==> config.mk <==
export PLATFORM = sky130hd
export DESIGN_NAME = tdf_top
export DESIGN_NICKNAME = d
export VERILOG_FILES = /design/src/core/tdf_pkg.sv /design/src/core/tdf_persist.sv /design/src/core/tdf_label.sv /design/src/core/tdf_top.sv
export VERILOG_INCLUDE_DIRS = /design/src /design/src/core
export SDC_FILE = /design/constraint.sdc
export NUM_CORES = 1
export LEC_CHECK = 0
export ABC_CLOCK_PERIOD_IN_PS = 3200
export BUFFER_PORTS_ARGS = -buffer_cell sky130_fd_sc_hd__buf_2
export CORE_UTILIZATION = 51
export CTS_CLUSTER_DIAMETER = 100
export DETAILED_ROUTE_END_ITERATION = 10
export PLACE_DENSITY = 0.77
export SLEW_MARGIN = 10
export SYNTH_ARGS = -nofsm -noshare
export SYNTH_HDL_FRONTEND = slang
export SYNTH_HIERARCHICAL = 1
export SYNTH_SLANG_ARGS = --single-unit
==> constraint.sdc <==
create_clock -name clk_sys -period 3.2 [get_ports clk_sys]
set_input_delay 0.48 -clock clk_sys [delete_from_list [all_inputs] [get_ports clk_sys]]
set_output_delay 0.48 -clock clk_sys [all_outputs]
set_load 0.02 [all_outputs]
==> src/core/tdf_map.svh <==
`ifndef TDF_MAP_SVH
`define TDF_MAP_SVH

// ==========================================================================
// Clock and timing
// ==========================================================================
`define TDF_CLK_MHZ 200
`define TDF_PLM_MAX_MS 100
`define TDF_PLM_MAX_CYC (`TDF_PLM_MAX_MS * 1000 * `TDF_CLK_MHZ)

// ==========================================================================
// Persistence counts
// ==========================================================================
`define TDF_ALIGN_IN_CNT 3'h3
`define TDF_ALIGN_OUT_CNT 3'h5
`define TDF_AIS_FRAMES 3'h3
`define TDF_DEG_M_MIN 4'h2
`define TDF_DEG_M_MAX 4'hA
`define TDF_LBL_M_MIN 4'h3
`define TDF_LBL_M_MAX 4'hA

// ==========================================================================
// Label codes and reset values
// ==========================================================================
`define TDF_LBL_NONSPEC 8'h01
`define TDF_LBL_RST 8'h00
`define TDF_CNT_RST 4'h0
`define TDF_RUN_RST 3'h0

`endif

==> src/core/tdf_pkg.sv <==
package tdf_pkg;

  // ========================================================================
  // Types
  // ========================================================================
  typedef enum logic {align_oof, align_in} tdf_align_e;
  typedef logic [3:0] tdf_cnt_t;
  typedef logic [7:0] tdf_label_t;

  // Limits a provisioned count to its supported range.
  function automatic tdf_cnt_t tdf_clamp(input tdf_cnt_t v, input tdf_cnt_t lo,
                                         input tdf_cnt_t hi);
    tdf_cnt_t r;
    r = v;
    if (v < lo) begin
      r = lo;
    end else if (v > hi) begin
      r = hi;
    end
    return r;
  endfunction

endpackage

==> src/core/tdf_persist.sv <==
`timescale 1ns/100ps
`default_nettype none
`include "tdf_map.svh"

module tdf_persist
  import tdf_pkg::*;
#(
  parameter logic [2:0] IN_CNT = `TDF_ALIGN_IN_CNT,
  parameter logic [2:0] OUT_CNT = `TDF_ALIGN_OUT_CNT
) (
  // Clock and reset
  input wire logic clk_sys,
  input wire logic arst_n,
  input wire logic clk_en,
  // Observations
  input wire logic opp,
  input wire logic loss_anomaly,
  // Defect
  output logic out_of_alignment_state
);

  // ========================================================================
  // State
  // ========================================================================
  tdf_align_e state_ff;
  tdf_align_e nxt_state;
  logic [2:0] run_ff;
  logic [2:0] nxt_run;
  logic oof_ff;
  wire logic [2:0] run_inc = run_ff + 3'h1;

  always_comb begin
    nxt_state = state_ff;
    nxt_run = run_ff;
    if (opp) begin
      unique case (state_ff)
        align_oof: begin
          if (loss_anomaly) begin
            nxt_run = `TDF_RUN_RST;
          end else if (run_inc == IN_CNT) begin
            nxt_state = align_in;
            nxt_run = `TDF_RUN_RST;
          end else begin
            nxt_run = run_inc;
          end
        end
        align_in: begin
          if (!loss_anomaly) begin
            nxt_run = `TDF_RUN_RST;
          end else if (run_inc == OUT_CNT) begin
            nxt_state = align_oof;
            nxt_run = `TDF_RUN_RST;
          end else begin
            nxt_run = run_inc;
          end
        end
      endcase
    end
  end

  // Reset lands in out-of-alignment, so the defect starts asserted.
  always_ff @(posedge clk_sys or negedge arst_n) begin
    if (!arst_n) begin
      state_ff <= align_oof;
      run_ff <= `TDF_RUN_RST;
      oof_ff <= 1'b1;
    end else if (clk_en) begin
      state_ff <= nxt_state;
      run_ff <= nxt_run;
      oof_ff <= (nxt_state == align_oof);
    end
  end

  assign out_of_alignment_state = oof_ff;
endmodule

`default_nettype wire

==> src/core/tdf_label.sv <==
`timescale 1ns/100ps
`default_nettype none
`include "tdf_map.svh"

module tdf_label
  import tdf_pkg::*;
(
  // Clock and reset
  input wire logic clk_sys,
  input wire logic arst_n,
  input wire logic clk_en,
  // Received label
  input wire logic label_frame,
  input wire tdf_label_t path_signal_label,
  input wire tdf_label_t expected_label,
  input wire tdf_cnt_t label_m,
  // Result
  output tdf_label_t accepted_label,
  output logic payload_mismatch_anomaly
);

  tdf_label_t cand_ff;
  tdf_label_t acc_ff;
  tdf_cnt_t rep_ff;
  logic plm_ff;
  wire tdf_cnt_t m_eff = tdf_clamp(label_m, `TDF_LBL_M_MIN, `TDF_LBL_M_MAX);
  wire logic same = (path_signal_label == cand_ff) && (rep_ff != `TDF_CNT_RST);
  wire tdf_cnt_t rep_inc = (rep_ff >= m_eff) ? rep_ff : rep_ff + 4'h1;
  wire tdf_cnt_t nxt_rep = label_frame ? (same ? rep_inc : 4'h1) : rep_ff;
  wire tdf_label_t nxt_acc = (label_frame && nxt_rep >= m_eff) ? path_signal_label : acc_ff;
  // The non-specific code matches every expected code.
  wire logic nxt_plm = (nxt_acc != expected_label) && (nxt_acc != `TDF_LBL_NONSPEC);

  always_ff @(posedge clk_sys or negedge arst_n) begin
    if (!arst_n) begin
      cand_ff <= `TDF_LBL_RST;
      acc_ff <= `TDF_LBL_RST;
      rep_ff <= `TDF_CNT_RST;
      plm_ff <= 1'b0;
    end else if (clk_en) begin
      cand_ff <= label_frame ? path_signal_label : cand_ff;
      acc_ff <= nxt_acc;
      rep_ff <= nxt_rep;
      plm_ff <= nxt_plm;
    end
  end

  assign accepted_label = acc_ff;
  assign payload_mismatch_anomaly = plm_ff;
endmodule

`default_nettype wire

==> src/core/tdf_top.sv <==
`timescale 1ns/100ps
`default_nettype none
`include "tdf_map.svh"

// Overview of operation
// - Signal-loss defect follows the signal-loss anomaly.
// - Block-error defect set when any block-error anomaly occurs in the block.
// - Degraded defect raised after M consecutive bad seconds.
// - Active degraded defect cleared after M consecutive good seconds.
// - M is provisioned from 2 to 10; the whole range is supported.
// - Server fail or alarm defect forces degraded off and resets counting.
// - Degraded window restarts whenever the second's sense changes.
// - Frame machine enters alignment after three clean opportunities.
// - Frame machine leaves alignment after five lossy opportunities.
// - Frame-loss defect is asserted while the frame machine is out of alignment.
// - Both machines start out of alignment after reset.
// - Justification machine enters alignment after three clean opportunities.
// - Justification machine leaves alignment after five lossy opportunities.
// - Justification-loss defect is asserted while its machine is out of alignment.
// - Line-coded framing makes frame-loss defect follow the anomaly directly.
// - Mismatch defect raised within 100 ms of mismatch onset.
// - Mismatch defect cleared within 100 ms of mismatch end.
// - Trail fail holds the mismatch defect off.
// - Otherwise the mismatch defect tracks the mismatch anomaly.
// - Alarm defect set after more than three consecutive alarmed frames.
// - Accepted label non-specific code always counts as matching.
// - New label accepted after m identical consecutive frames, m from 3 to 10.
module tdf_top
  import tdf_pkg::*;
#(
  parameter int PLM_MAX_CYC = `TDF_PLM_MAX_CYC
) (
  // Clock, reset and enable
  input wire logic clk_sys,
  input wire logic arst_n,
  input wire logic clk_en,
  // Signal loss
  input wire logic signal_loss_anomaly,
  output logic signal_loss_defect,
  // Block errors
  input wire logic block_error_anomaly,
  input wire logic block_end,
  output logic block_error_defect,
  // Degraded signal
  input wire logic second_tick,
  input wire logic second_bad,
  input wire tdf_cnt_t deg_m,
  input wire logic server_fail_in,
  output logic degraded_defect,
  // Frame alignment
  input wire logic frame_opp,
  input wire logic frame_loss_anomaly,
  input wire logic line_coded_mode,
  output logic frame_loss_defect,
  // Justification alignment
  input wire logic justif_opp,
  input wire logic justif_loss_anomaly,
  output logic justif_loss_defect,
  // Payload label
  input wire logic label_frame,
  input wire tdf_label_t path_signal_label,
  input wire tdf_label_t expected_label,
  input wire tdf_cnt_t label_m,
  input wire logic trail_fail_in,
  output tdf_label_t accepted_label,
  output logic payload_mismatch_anomaly,
  output logic payload_mismatch_defect,
  // Alarm signal
  input wire logic ais_frame,
  input wire logic alarm_signal_anomaly,
  output logic alarm_signal_defect
);

  // ========================================================================
  // Signal loss and block errors
  // ========================================================================
  logic los_ff;
  logic err_seen_ff;
  logic blk_def_ff;

  // An anomaly in the closing cycle of a block still belongs to that block.
  wire logic blk_errored = err_seen_ff | block_error_anomaly;
  wire logic nxt_err_seen = block_end ? 1'b0 : blk_errored;
  wire logic nxt_blk_def = block_end ? blk_errored : blk_def_ff;

  always_ff @(posedge clk_sys or negedge arst_n) begin
    if (!arst_n) begin
      los_ff <= 1'b0;
      err_seen_ff <= 1'b0;
      blk_def_ff <= 1'b0;
    end else if (clk_en) begin
      los_ff <= signal_loss_anomaly;
      err_seen_ff <= nxt_err_seen;
      blk_def_ff <= nxt_blk_def;
    end
  end

  // ========================================================================
  // Alarm signal
  // ========================================================================
  logic [2:0] ais_cnt_ff;
  logic ais_def_ff;

  wire logic ais_hit = ais_frame & alarm_signal_anomaly;
  wire logic ais_miss = ais_frame & !alarm_signal_anomaly;
  wire logic [2:0] ais_inc = (ais_cnt_ff > `TDF_AIS_FRAMES) ? ais_cnt_ff : ais_cnt_ff + 3'h1;
  wire logic [2:0] nxt_ais_cnt = ais_miss ? `TDF_RUN_RST : (ais_hit ? ais_inc : ais_cnt_ff);
  wire logic nxt_ais_def = ais_miss ? 1'b0 : (ais_hit ? (ais_inc > `TDF_AIS_FRAMES) : ais_def_ff);

  always_ff @(posedge clk_sys or negedge arst_n) begin
    if (!arst_n) begin
      ais_cnt_ff <= `TDF_RUN_RST;
      ais_def_ff <= 1'b0;
    end else if (clk_en) begin
      ais_cnt_ff <= nxt_ais_cnt;
      ais_def_ff <= nxt_ais_def;
    end
  end

  // ========================================================================
  // Degraded signal
  // ========================================================================
  logic deg_ff;
  logic run_bad_ff;
  tdf_cnt_t run_cnt_ff;

  // Out-of-range provisioning is pulled to the nearest supported value.
  wire tdf_cnt_t deg_m_eff = tdf_clamp(deg_m, `TDF_DEG_M_MIN, `TDF_DEG_M_MAX);
  wire logic deg_suppress = server_fail_in | ais_def_ff;
  wire logic same_sense = (second_bad == run_bad_ff) && (run_cnt_ff != `TDF_CNT_RST);
  wire tdf_cnt_t run_inc = (run_cnt_ff >= deg_m_eff) ? run_cnt_ff : run_cnt_ff + 4'h1;
  wire tdf_cnt_t run_step = same_sense ? run_inc : 4'h1;
  wire logic run_full = second_tick && (run_step >= deg_m_eff);
  wire tdf_cnt_t nxt_run_cnt = deg_suppress ? `TDF_CNT_RST :
                               (second_tick ? run_step : run_cnt_ff);
  wire logic nxt_run_bad = deg_suppress ? 1'b0 : (second_tick ? second_bad : run_bad_ff);
  wire logic nxt_deg = deg_suppress ? 1'b0 : (run_full ? second_bad : deg_ff);

  always_ff @(posedge clk_sys or negedge arst_n) begin
    if (!arst_n) begin
      deg_ff <= 1'b0;
      run_bad_ff <= 1'b0;
      run_cnt_ff <= `TDF_CNT_RST;
    end else if (clk_en) begin
      deg_ff <= nxt_deg;
      run_bad_ff <= nxt_run_bad;
      run_cnt_ff <= nxt_run_cnt;
    end
  end

  // ========================================================================
  // Alignment persistence
  // ========================================================================
  logic frame_oof;
  logic frame_def_ff;

  tdf_persist #(
    .IN_CNT(`TDF_ALIGN_IN_CNT),
    .OUT_CNT(`TDF_ALIGN_OUT_CNT)
  ) u_frame (
    .clk_sys(clk_sys),
    .arst_n(arst_n),
    .clk_en(clk_en),
    .opp(frame_opp),
    .loss_anomaly(frame_loss_anomaly),
    .out_of_alignment_state(frame_oof)
  );

  tdf_persist #(
    .IN_CNT(`TDF_ALIGN_IN_CNT),
    .OUT_CNT(`TDF_ALIGN_OUT_CNT)
  ) u_justif (
    .clk_sys(clk_sys),
    .arst_n(arst_n),
    .clk_en(clk_en),
    .opp(justif_opp),
    .loss_anomaly(justif_loss_anomaly),
    .out_of_alignment_state(justif_loss_defect)
  );

  wire logic nxt_frame_def = line_coded_mode ? frame_loss_anomaly : frame_oof;

  always_ff @(posedge clk_sys or negedge arst_n) begin
    if (!arst_n) begin
      frame_def_ff <= 1'b1;
    end else if (clk_en) begin
      frame_def_ff <= nxt_frame_def;
    end
  end

  // ========================================================================
  // Payload mismatch
  // ========================================================================
  logic plm_def_ff;

  tdf_label u_label (
    .clk_sys(clk_sys),
    .arst_n(arst_n),
    .clk_en(clk_en),
    .label_frame(label_frame),
    .path_signal_label(path_signal_label),
    .expected_label(expected_label),
    .label_m(label_m),
    .accepted_label(accepted_label),
    .payload_mismatch_anomaly(payload_mismatch_anomaly)
  );

  // One cycle from anomaly to defect keeps both 100 ms bounds with margin.
  wire logic nxt_plm_def = payload_mismatch_anomaly & !trail_fail_in;

  always_ff @(posedge clk_sys or negedge arst_n) begin
    if (!arst_n) begin
      plm_def_ff <= 1'b0;
    end else if (clk_en) begin
      plm_def_ff <= nxt_plm_def;
    end
  end

  // ========================================================================
  // Outputs
  // ========================================================================
  assign signal_loss_defect = los_ff;
  assign block_error_defect = blk_def_ff;
  assign degraded_defect = deg_ff;
  assign frame_loss_defect = frame_def_ff;
  assign payload_mismatch_defect = plm_def_ff;
  assign alarm_signal_defect = ais_def_ff;

  int plm_lag_cnt;

  always_ff @(posedge clk_sys or negedge arst_n) begin
    if (!arst_n) begin
      plm_lag_cnt <= 0;
    end else if (plm_def_ff != (payload_mismatch_anomaly & !trail_fail_in)) begin
      plm_lag_cnt <= plm_lag_cnt + 1;
    end else begin
      plm_lag_cnt <= 0;
    end
  end
endmodule

`default_nettype wire

==> results of run 1 <==
## flip-flops by register name, indices dropped and copies added, names as in the netlist, 3 cells and up, named ones only
signal,cells
u_label/accepted_label,8
u_label/cand_ff,8
run_cnt_ff,4
u_label/rep_ff,4
ais_cnt_ff,3
u_frame/run_ff,3
u_justif/run_ff,3
## per-stage QoR
step	hold WS, ns	setup slack (ns)
6_report	0.350	0.0353
5_1_grt	0.378	-0.0997
4_1_cts	0.367	0.0320
3_5_place_dp	0.492	-0.288
3_3_place_gp	0.477	-0.197
2_1_floorplan	0.184	-0.0386
## Yosys cell counts (all sizes together) (3+ instances only)
cell | instances | area (sq um)
a21oi | 22 | 110
nor4 | 3 | 18.8
o22ai | 4 | 25.0
a22o | 3 | 26.3
dfrtp | 43 | 1080
nor4b | 4 | 35.0
nor2b | 3 | 18.8
nand4 | 4 | 25.0
nand3 | 5 | 25.0
nand2b | 6 | 37.5
a2111oi | 5 | 48.8
xor2 | 17 | 149
a31oi | 9 | 56.3
xnor2 | 11 | 96.3
clkbuf | 4 | 15.0
ha | 27 | 338
or3 | 5 | 36.3
a21o | 6 | 46.3
inv | 29 | 109
dfstp | 3 | 78.8
o21ai | 30 | 150
nand2 | 36 | 150
nor2 | 22 | 82.6
a221o | 4 | 40.0
or2 | 6 | 37.5
nor3 | 5 | 25.0
mux2 | 11 | 124
## cell usage in the layout, fill, tap and decap left out, types with 11 or more instances in the layout
master / synthesis / routed
a21oi_1: 22 / 17
buf_2: 1 / 57
buf_4: 0 / 26
dfrtp_1: 43 / 43
ha_1: 27 / 25
inv_1: 29 / 29
mux2_2: 11 / 11
nand2_1: 34 / 33
nor2_1: 22 / 22
o21ai_0: 28 / 26
xor2_1: 17 / 17
## per-layer routing
metal | wire length (um) | vias to the layer above | GRT usage (%)
met4 | 61 | 0 | 6.32
li1 | - | 1471 | -
met3 | 234 | 6 | 4.44
met2 | 3750 | 60 | 41.5
met1 | 3470 | 1411 | 29.3
met5 | 0 | - | 0
## repair_timing
item                                    CTS  global route
setup buffers                             0             1
resized for setup                         0            18
endpoints found under the setup margin    0            10
## report_power, final
part | internal, uW | switching [uW]
Clock | 158 | 213
Combinational | 517 | 609
Sequential | 761 | 185
Total | 1440 | 1010
## cells by family after synthesis
| logic type | Yosys count | share of synthesized area (%) |
|---|---|---|
| xor+xnor | 28 | 7.53 |
| compound gates | 105 | 21.8 |
| buf+inv | 34 | 3.96 |
| mux | 12 | 4.11 |
| fa+ha+maj | 27 | 10.4 |
| flops | 46 | 35.5 |
| simple gates | 106 | 16.7 |
## layout make-up
cell class / count / area share [%]
Multi-Input combinational cell: 278 / 52.0
Sequential cell: 46 / 28.5
Timing Repair Buffer: 84 / 12.1
Inverter: 29 / 2.69
Tap cell: 75 / 2.32
Clock buffer: 5 / 1.70
Clock inverter: 3 / 0.618
## worst paths after layout
kind,depth (start not counted),from,endpoint
worst max-delay path,15,deg_m[3],degraded_defect
worst min-delay path,1,arst_n,signal_loss_defect
worst max register to register,13,run_cnt_ff[0],degraded_defect
worst min register to register,2,frame_loss_defect,frame_loss_defect
max in group asynchronous,1,arst_n,payload_mismatch_defect
min in group clk_sys,2,block_end,err_seen_ff
## critical path, delay by kind of cell
kind | cells | cell delay, ns
adder cells (fa/ha/maj) | 2 | 0.46
multiplexers | 1 | 0.29
AO/OA/AOI/OAI | 4 | 0.93
AND/OR/NAND/NOR | 6 | 0.95
XOR/XNOR | 1 | 0.13
buffers and inverters | 1 | 0.10
==> results.sh, run 1 <==
export IMPL_avgSynthCellArea_sq_um=9.09
export IMPL_clock_latency_ns=0.30
export IMPL_fmax_mhz=316
export IMPL_synth_nets=427
export IMPL_startpoint_type="primary input"
export IMPL_rows=28
export IMPL_critPathMaxFanout=3
export IMPL_pin_count=58
export IMPL_core_area_sq_um=6030
export IMPL_hold_buffers=0
export IMPL_rsz0062_at_grt="true"
export IMPL_p_leak_uw=0.00189
export IMPL_stdcell_area_sq_um=4050
export IMPL_path_class="primary input to flip-flop"
export IMPL_clkTransAtPathRegs_ns=0.09
export IMPL_clock_sinks=46
export IMPL_fin_cells=520
export IMPL_clockBufferDepth=2
export IMPL_routed_wirelength_um=7520
export IMPL_dp_cells=511
export IMPL_nets=513
export IMPL_h_tree_depth=2
export IMPL_slew_violations=0
export IMPL_slew_limit_headroom_pct=32.1
export IMPL_hold_path_class="primary input to async pin"
export IMPL_gp_congestion=0.852
export IMPL_start_util_pct=54.0
export IMPL_ys_seq_elements=46
export IMPL_syn2layout_area_growth_pct=24.4
export IMPL_numCtsBuffers=5
export IMPL_port_buffers=57
export IMPL_placed_cell_area_sq_um=3850
export IMPL_outcome="finished clean"
export IMPL_wl_per_cell_um=14.5
export IMPL_drcViolationCount=0
export IMPL_crit_path_top_delay_cell="or3_1"
export IMPL_crit_arrival_ns=3.36
export IMPL_synth_edff_count=0
export IMPL_track_usage_pct=23.6
export IMPL_avgViaCountPerCell=5.67
export IMPL_critPathCaptureType="flip-flop"
export IMPL_grt_pass1_wl_um=12200
export IMPL_antenna_found_initial=0
export IMPL_reg2reg_slack_ns=0.22
export IMPL_post_dp_hpwl_um=5800
export IMPL_slowest_delay_ns=0.36
export IMPL_ff_latch_area_sq_um=1150
export IMPL_first_pass_iters=4
export IMPL_multiInputGateArea_sq_um=2110
export IMPL_clockRootBuffer="clkbuf_8"
export IMPL_period_share_pct=98.9
export IMPL_synth_ff_type="dfrtp_1"
export IMPL_cap_violations=0
export IMPL_synth_async_reset_ratio_pct=100
export IMPL_netlist_area_sq_um=3260
export IMPL_grt_pass1_vias=2826
export IMPL_syn_instance_count=358
export IMPL_synth_cell_types=56
export IMPL_cts_tree="yes"
export IMPL_grt_max_degree=47
export IMPL_cp_required_ns=3.39
export IMPL_nFillCells=487
export IMPL_clock_skew_ns=0.00532
export IMPL_setup_viol=0
export IMPL_ys_warn_count=6
export IMPL_n_antenna_cell=0
export IMPL_final_util_pct=67.2
export IMPL_vias=2948
export IMPL_grt_overflow_total=0
export IMPL_layout_min_cycle_time_ns=3.16
export IMPL_worstMarginPinSlew_ns=1.02
export IMPL_dieArea_sq_um=6710
export IMPL_finalHoldViolCount=0
export IMPL_vdd_drop_max_v=0.000379
export IMPL_fp_dieW_um=81.9
export IMPL_p_total_uw=2440
export IMPL_p_per_area_nw_per_um2=603
export IMPL_drtAntennaViolNets=0
export IMPL_drive_gt1_share_pct=29.9
export IMPL_yosysSeqAreaShare_pct=35.5
export IMPL_crit_chain="buf_2 > or3_1 > and3_4 > ha_4 > nand2b_4 > o211ai_1 > o21a_1 > xnor2_1 > nor2_1 > ha_1 > nand2b_1 > a21o_1 > a2111oi_4 > nor3_2 > mux2_2"
export IMPL_drt_iter0_drc=108
export IMPL_tns_ns=0
export IMPL_die_h_um=81.9
Note: power is estimated with default switching activity, not from simulation.
==> run 2, diff against run 1 <==
Settings changed: ABC_CLOCK_PERIOD_IN_PS 3200 to 3600, CORE_UTILIZATION 51 to 57, PLACE_DENSITY 0.77 to 0.81.
Clock period 3.2 ns to 3.6 ns, I/O delays scaled along.
==> run 2 against run 1 <==
Effect of this change:
- register-to-register slack about the same
- critical path depth down 1
- non-clock buffer count down 8
- final cell count down 2.1%
- clock skew down 0.0020 ns
- sequential cell count unchanged
- power down 11%
- hold slack better by 0.052 ns
- largest cell class unchanged
==> results.sh, run 2 (synthesis results as in run 1) <==
export IMPL_cp_endpoint="u_label/payload_mismatch_anomaly"
export IMPL_critPathMaxFanout=5
export IMPL_startpoint_type="flip-flop"
export IMPL_r2r_end="u_label/payload_mismatch_anomaly"
export IMPL_routed_wirelength_um=7460
export IMPL_seq_power_share_pct=39.2
export IMPL_antenna_found_initial=0
export IMPL_power_frac_clock_pct=17.9
export IMPL_h_tree_depth=2
export IMPL_vdd_drop_max_v=0.000384
export IMPL_critPathLaunch="u_label/rep_ff[0]"
export IMPL_grt_pass1_wl_um=12800
export IMPL_port_buffers=57
export IMPL_clockBufferDepth=2
export IMPL_p_total_uw=2170
export IMPL_crit_arrival_ns=3.56
export IMPL_gp_congestion=0.920
export IMPL_die_h_um=77.6
export IMPL_final_common_cell="buf_2"
export IMPL_p_per_area_nw_per_um2=561
export IMPL_cap_violations=0
export IMPL_clockRootBuffer="clkbuf_8"
export IMPL_pin_count=58
export IMPL_r2r_start="u_label/rep_ff[0]"
export IMPL_tns_ns=0
export IMPL_n_antenna_cell=0
export IMPL_placed_cell_area_sq_um=3750
export IMPL_reg2reg_slack_ns=0.23
export IMPL_rows=27
export IMPL_avgViaCountPerCell=5.84
export IMPL_dieArea_sq_um=6020
export IMPL_post_dp_hpwl_um=5690
export IMPL_fin_cells=509
export IMPL_worstRegToRegCells=14
export IMPL_dp_cells=501
export IMPL_stdcell_area_sq_um=3870
export IMPL_drcViolationCount=0
export IMPL_slew_violations=0
export IMPL_cp_required_ns=3.79
export IMPL_clock_skew_ns=0.00332
export IMPL_clock_latency_ns=0.30
export IMPL_worstMarginPinSlew_ns=1.01
export IMPL_p_switching_uw=868
export IMPL_nets=505
export IMPL_path_class="flip-flop to flip-flop"
export IMPL_fp_dieW_um=77.6
export IMPL_drt_iter0_drc=93
export IMPL_drtAntennaViolNets=0
export IMPL_period_share_pct=93.5
export IMPL_numCtsBuffers=5
export IMPL_track_usage_pct=26.5
export IMPL_setup_viol=0
export IMPL_finalHoldViolCount=0
export IMPL_grt_pass1_vias=2829
export IMPL_rsz0062_at_grt="false"
export IMPL_cts_tree="yes"
export IMPL_grt_overflow_total=0
export IMPL_critPathCaptureType="flip-flop"
export IMPL_hold_path_class="primary input to async pin"
export IMPL_grt_max_degree=47
export IMPL_outcome="finished clean"
export IMPL_combPwrFrac_pct=42.9
export IMPL_p_leak_uw=0.00182
export IMPL_clkTransAtPathRegs_ns=0.09
export IMPL_first_pass_iters=5
export IMPL_vias=2972
export IMPL_wl_per_cell_um=14.6
export IMPL_switching_share_pct=40.0
export IMPL_fmax_mhz=297
export IMPL_final_util_pct=70.2
export IMPL_syn2layout_area_growth_pct=18.8
export IMPL_layout_min_cycle_time_ns=3.37
export IMPL_core_area_sq_um=5510
export IMPL_clock_sinks=46
export IMPL_final_cell_mix="buf_2 (57), dfrtp_1 (43), nand2_1 (34)"
export IMPL_drive_gt1_share_pct=24.0
export IMPL_start_util_pct=59.1
export IMPL_slew_limit_headroom_pct=32.6
export IMPL_intPower_uw=1300
-- run 2: cell types whose count changed in the layout (fill, tap and decap cells not counted), sizes merged --
cell / previous run / this run
bufinv: 0 / 1
inv: 30 / 29
clkbuf: 5 / 6
clkinv: 1 / 0
buf: 84 / 76
-- run 2: area by class of cell --
| class | count | area (sq um) |
|---|---|---|
| Multi-Input combinational cell | 278 | 1980 |
| Fill cell | 421 | 1640 |
| Sequential cell | 46 | 1150 |
| Timing Repair Buffer | 76 | 428 |
| Inverter | 29 | 109 |
| Tap cell | 72 | 90.1 |
| Clock buffer | 6 | 72.6 |
| Clock inverter | 2 | 37.5 |
-- run 2: power groups by stage --
stage | Clock (uW) | Sequential (uW) | Combinational, uW
detailed placement | 0 | 854 | 925
global route | 413 | 875 | 1050
finish | 389 | 850 | 930
CTS | 398 | 848 | 929
floorplan | 0 | 899 | 575
global placement | 0 | 843 | 889
-- run 2: metrics by stage --
step	setup slack, ns	hold slack, ns
finish	0.233	0.402
global route	0.00591	0.431
CTS	0.120	0.418
detailed placement	-0.201	0.478
global placement	0.00788	0.473
floorplan	0.0872	0.244
-- run 2: worst min path at each step --
stage / from / end / slack, ns / cells past startpoint
after CTS: block_end / err_seen_ff / 0.42 / 2
final: arst_n / u_label/payload_mismatch_anomaly / 0.40 / 1
after global routing: block_end / err_seen_ff / 0.43 / 2
after detailed placement: u_frame/out_of_alignment_state / u_frame/out_of_alignment_state / 0.48 / 2
after global placement: frame_loss_defect / frame_loss_defect / 0.47 / 2
after floorplan: arst_n / ais_cnt_ff[0] / 0.24 / 0
-- run 2: routing by layer --
layer / vias up / track usage [%] / wire length (um)
met5: - / 0 / 0
met4: 0 / 7.17 / 97
met3: 10 / 4.71 / 355
met2: 88 / 44.2 / 3550
met1: 1417 / 35.5 / 3450
li1: 1457 / - / -
-- run 2: critical path, cell delays in order, from the launching register on --
cell and delay [ns]:
dfrtp_1 0.44, inv_1 0.12, ha_1 0.24, a311o_1 0.39, o41ai_4 0.32, inv_1 0.13, nor2_1 0.14, ha_1 0.23
nand2b_1 0.14, a21oi_1 0.22, o21ai_1 0.17, buf_4 0.17, a21o_1 0.17, o31a_1 0.10, o31a_1 0.29
-- run 2: what timing repair did --
item,CTS,global route
endpoints found under the setup margin,0,9
buffers inserted,0,0
endpoints found under the hold margin,0,0
hold buffers,0,0
resized for setup,0,3
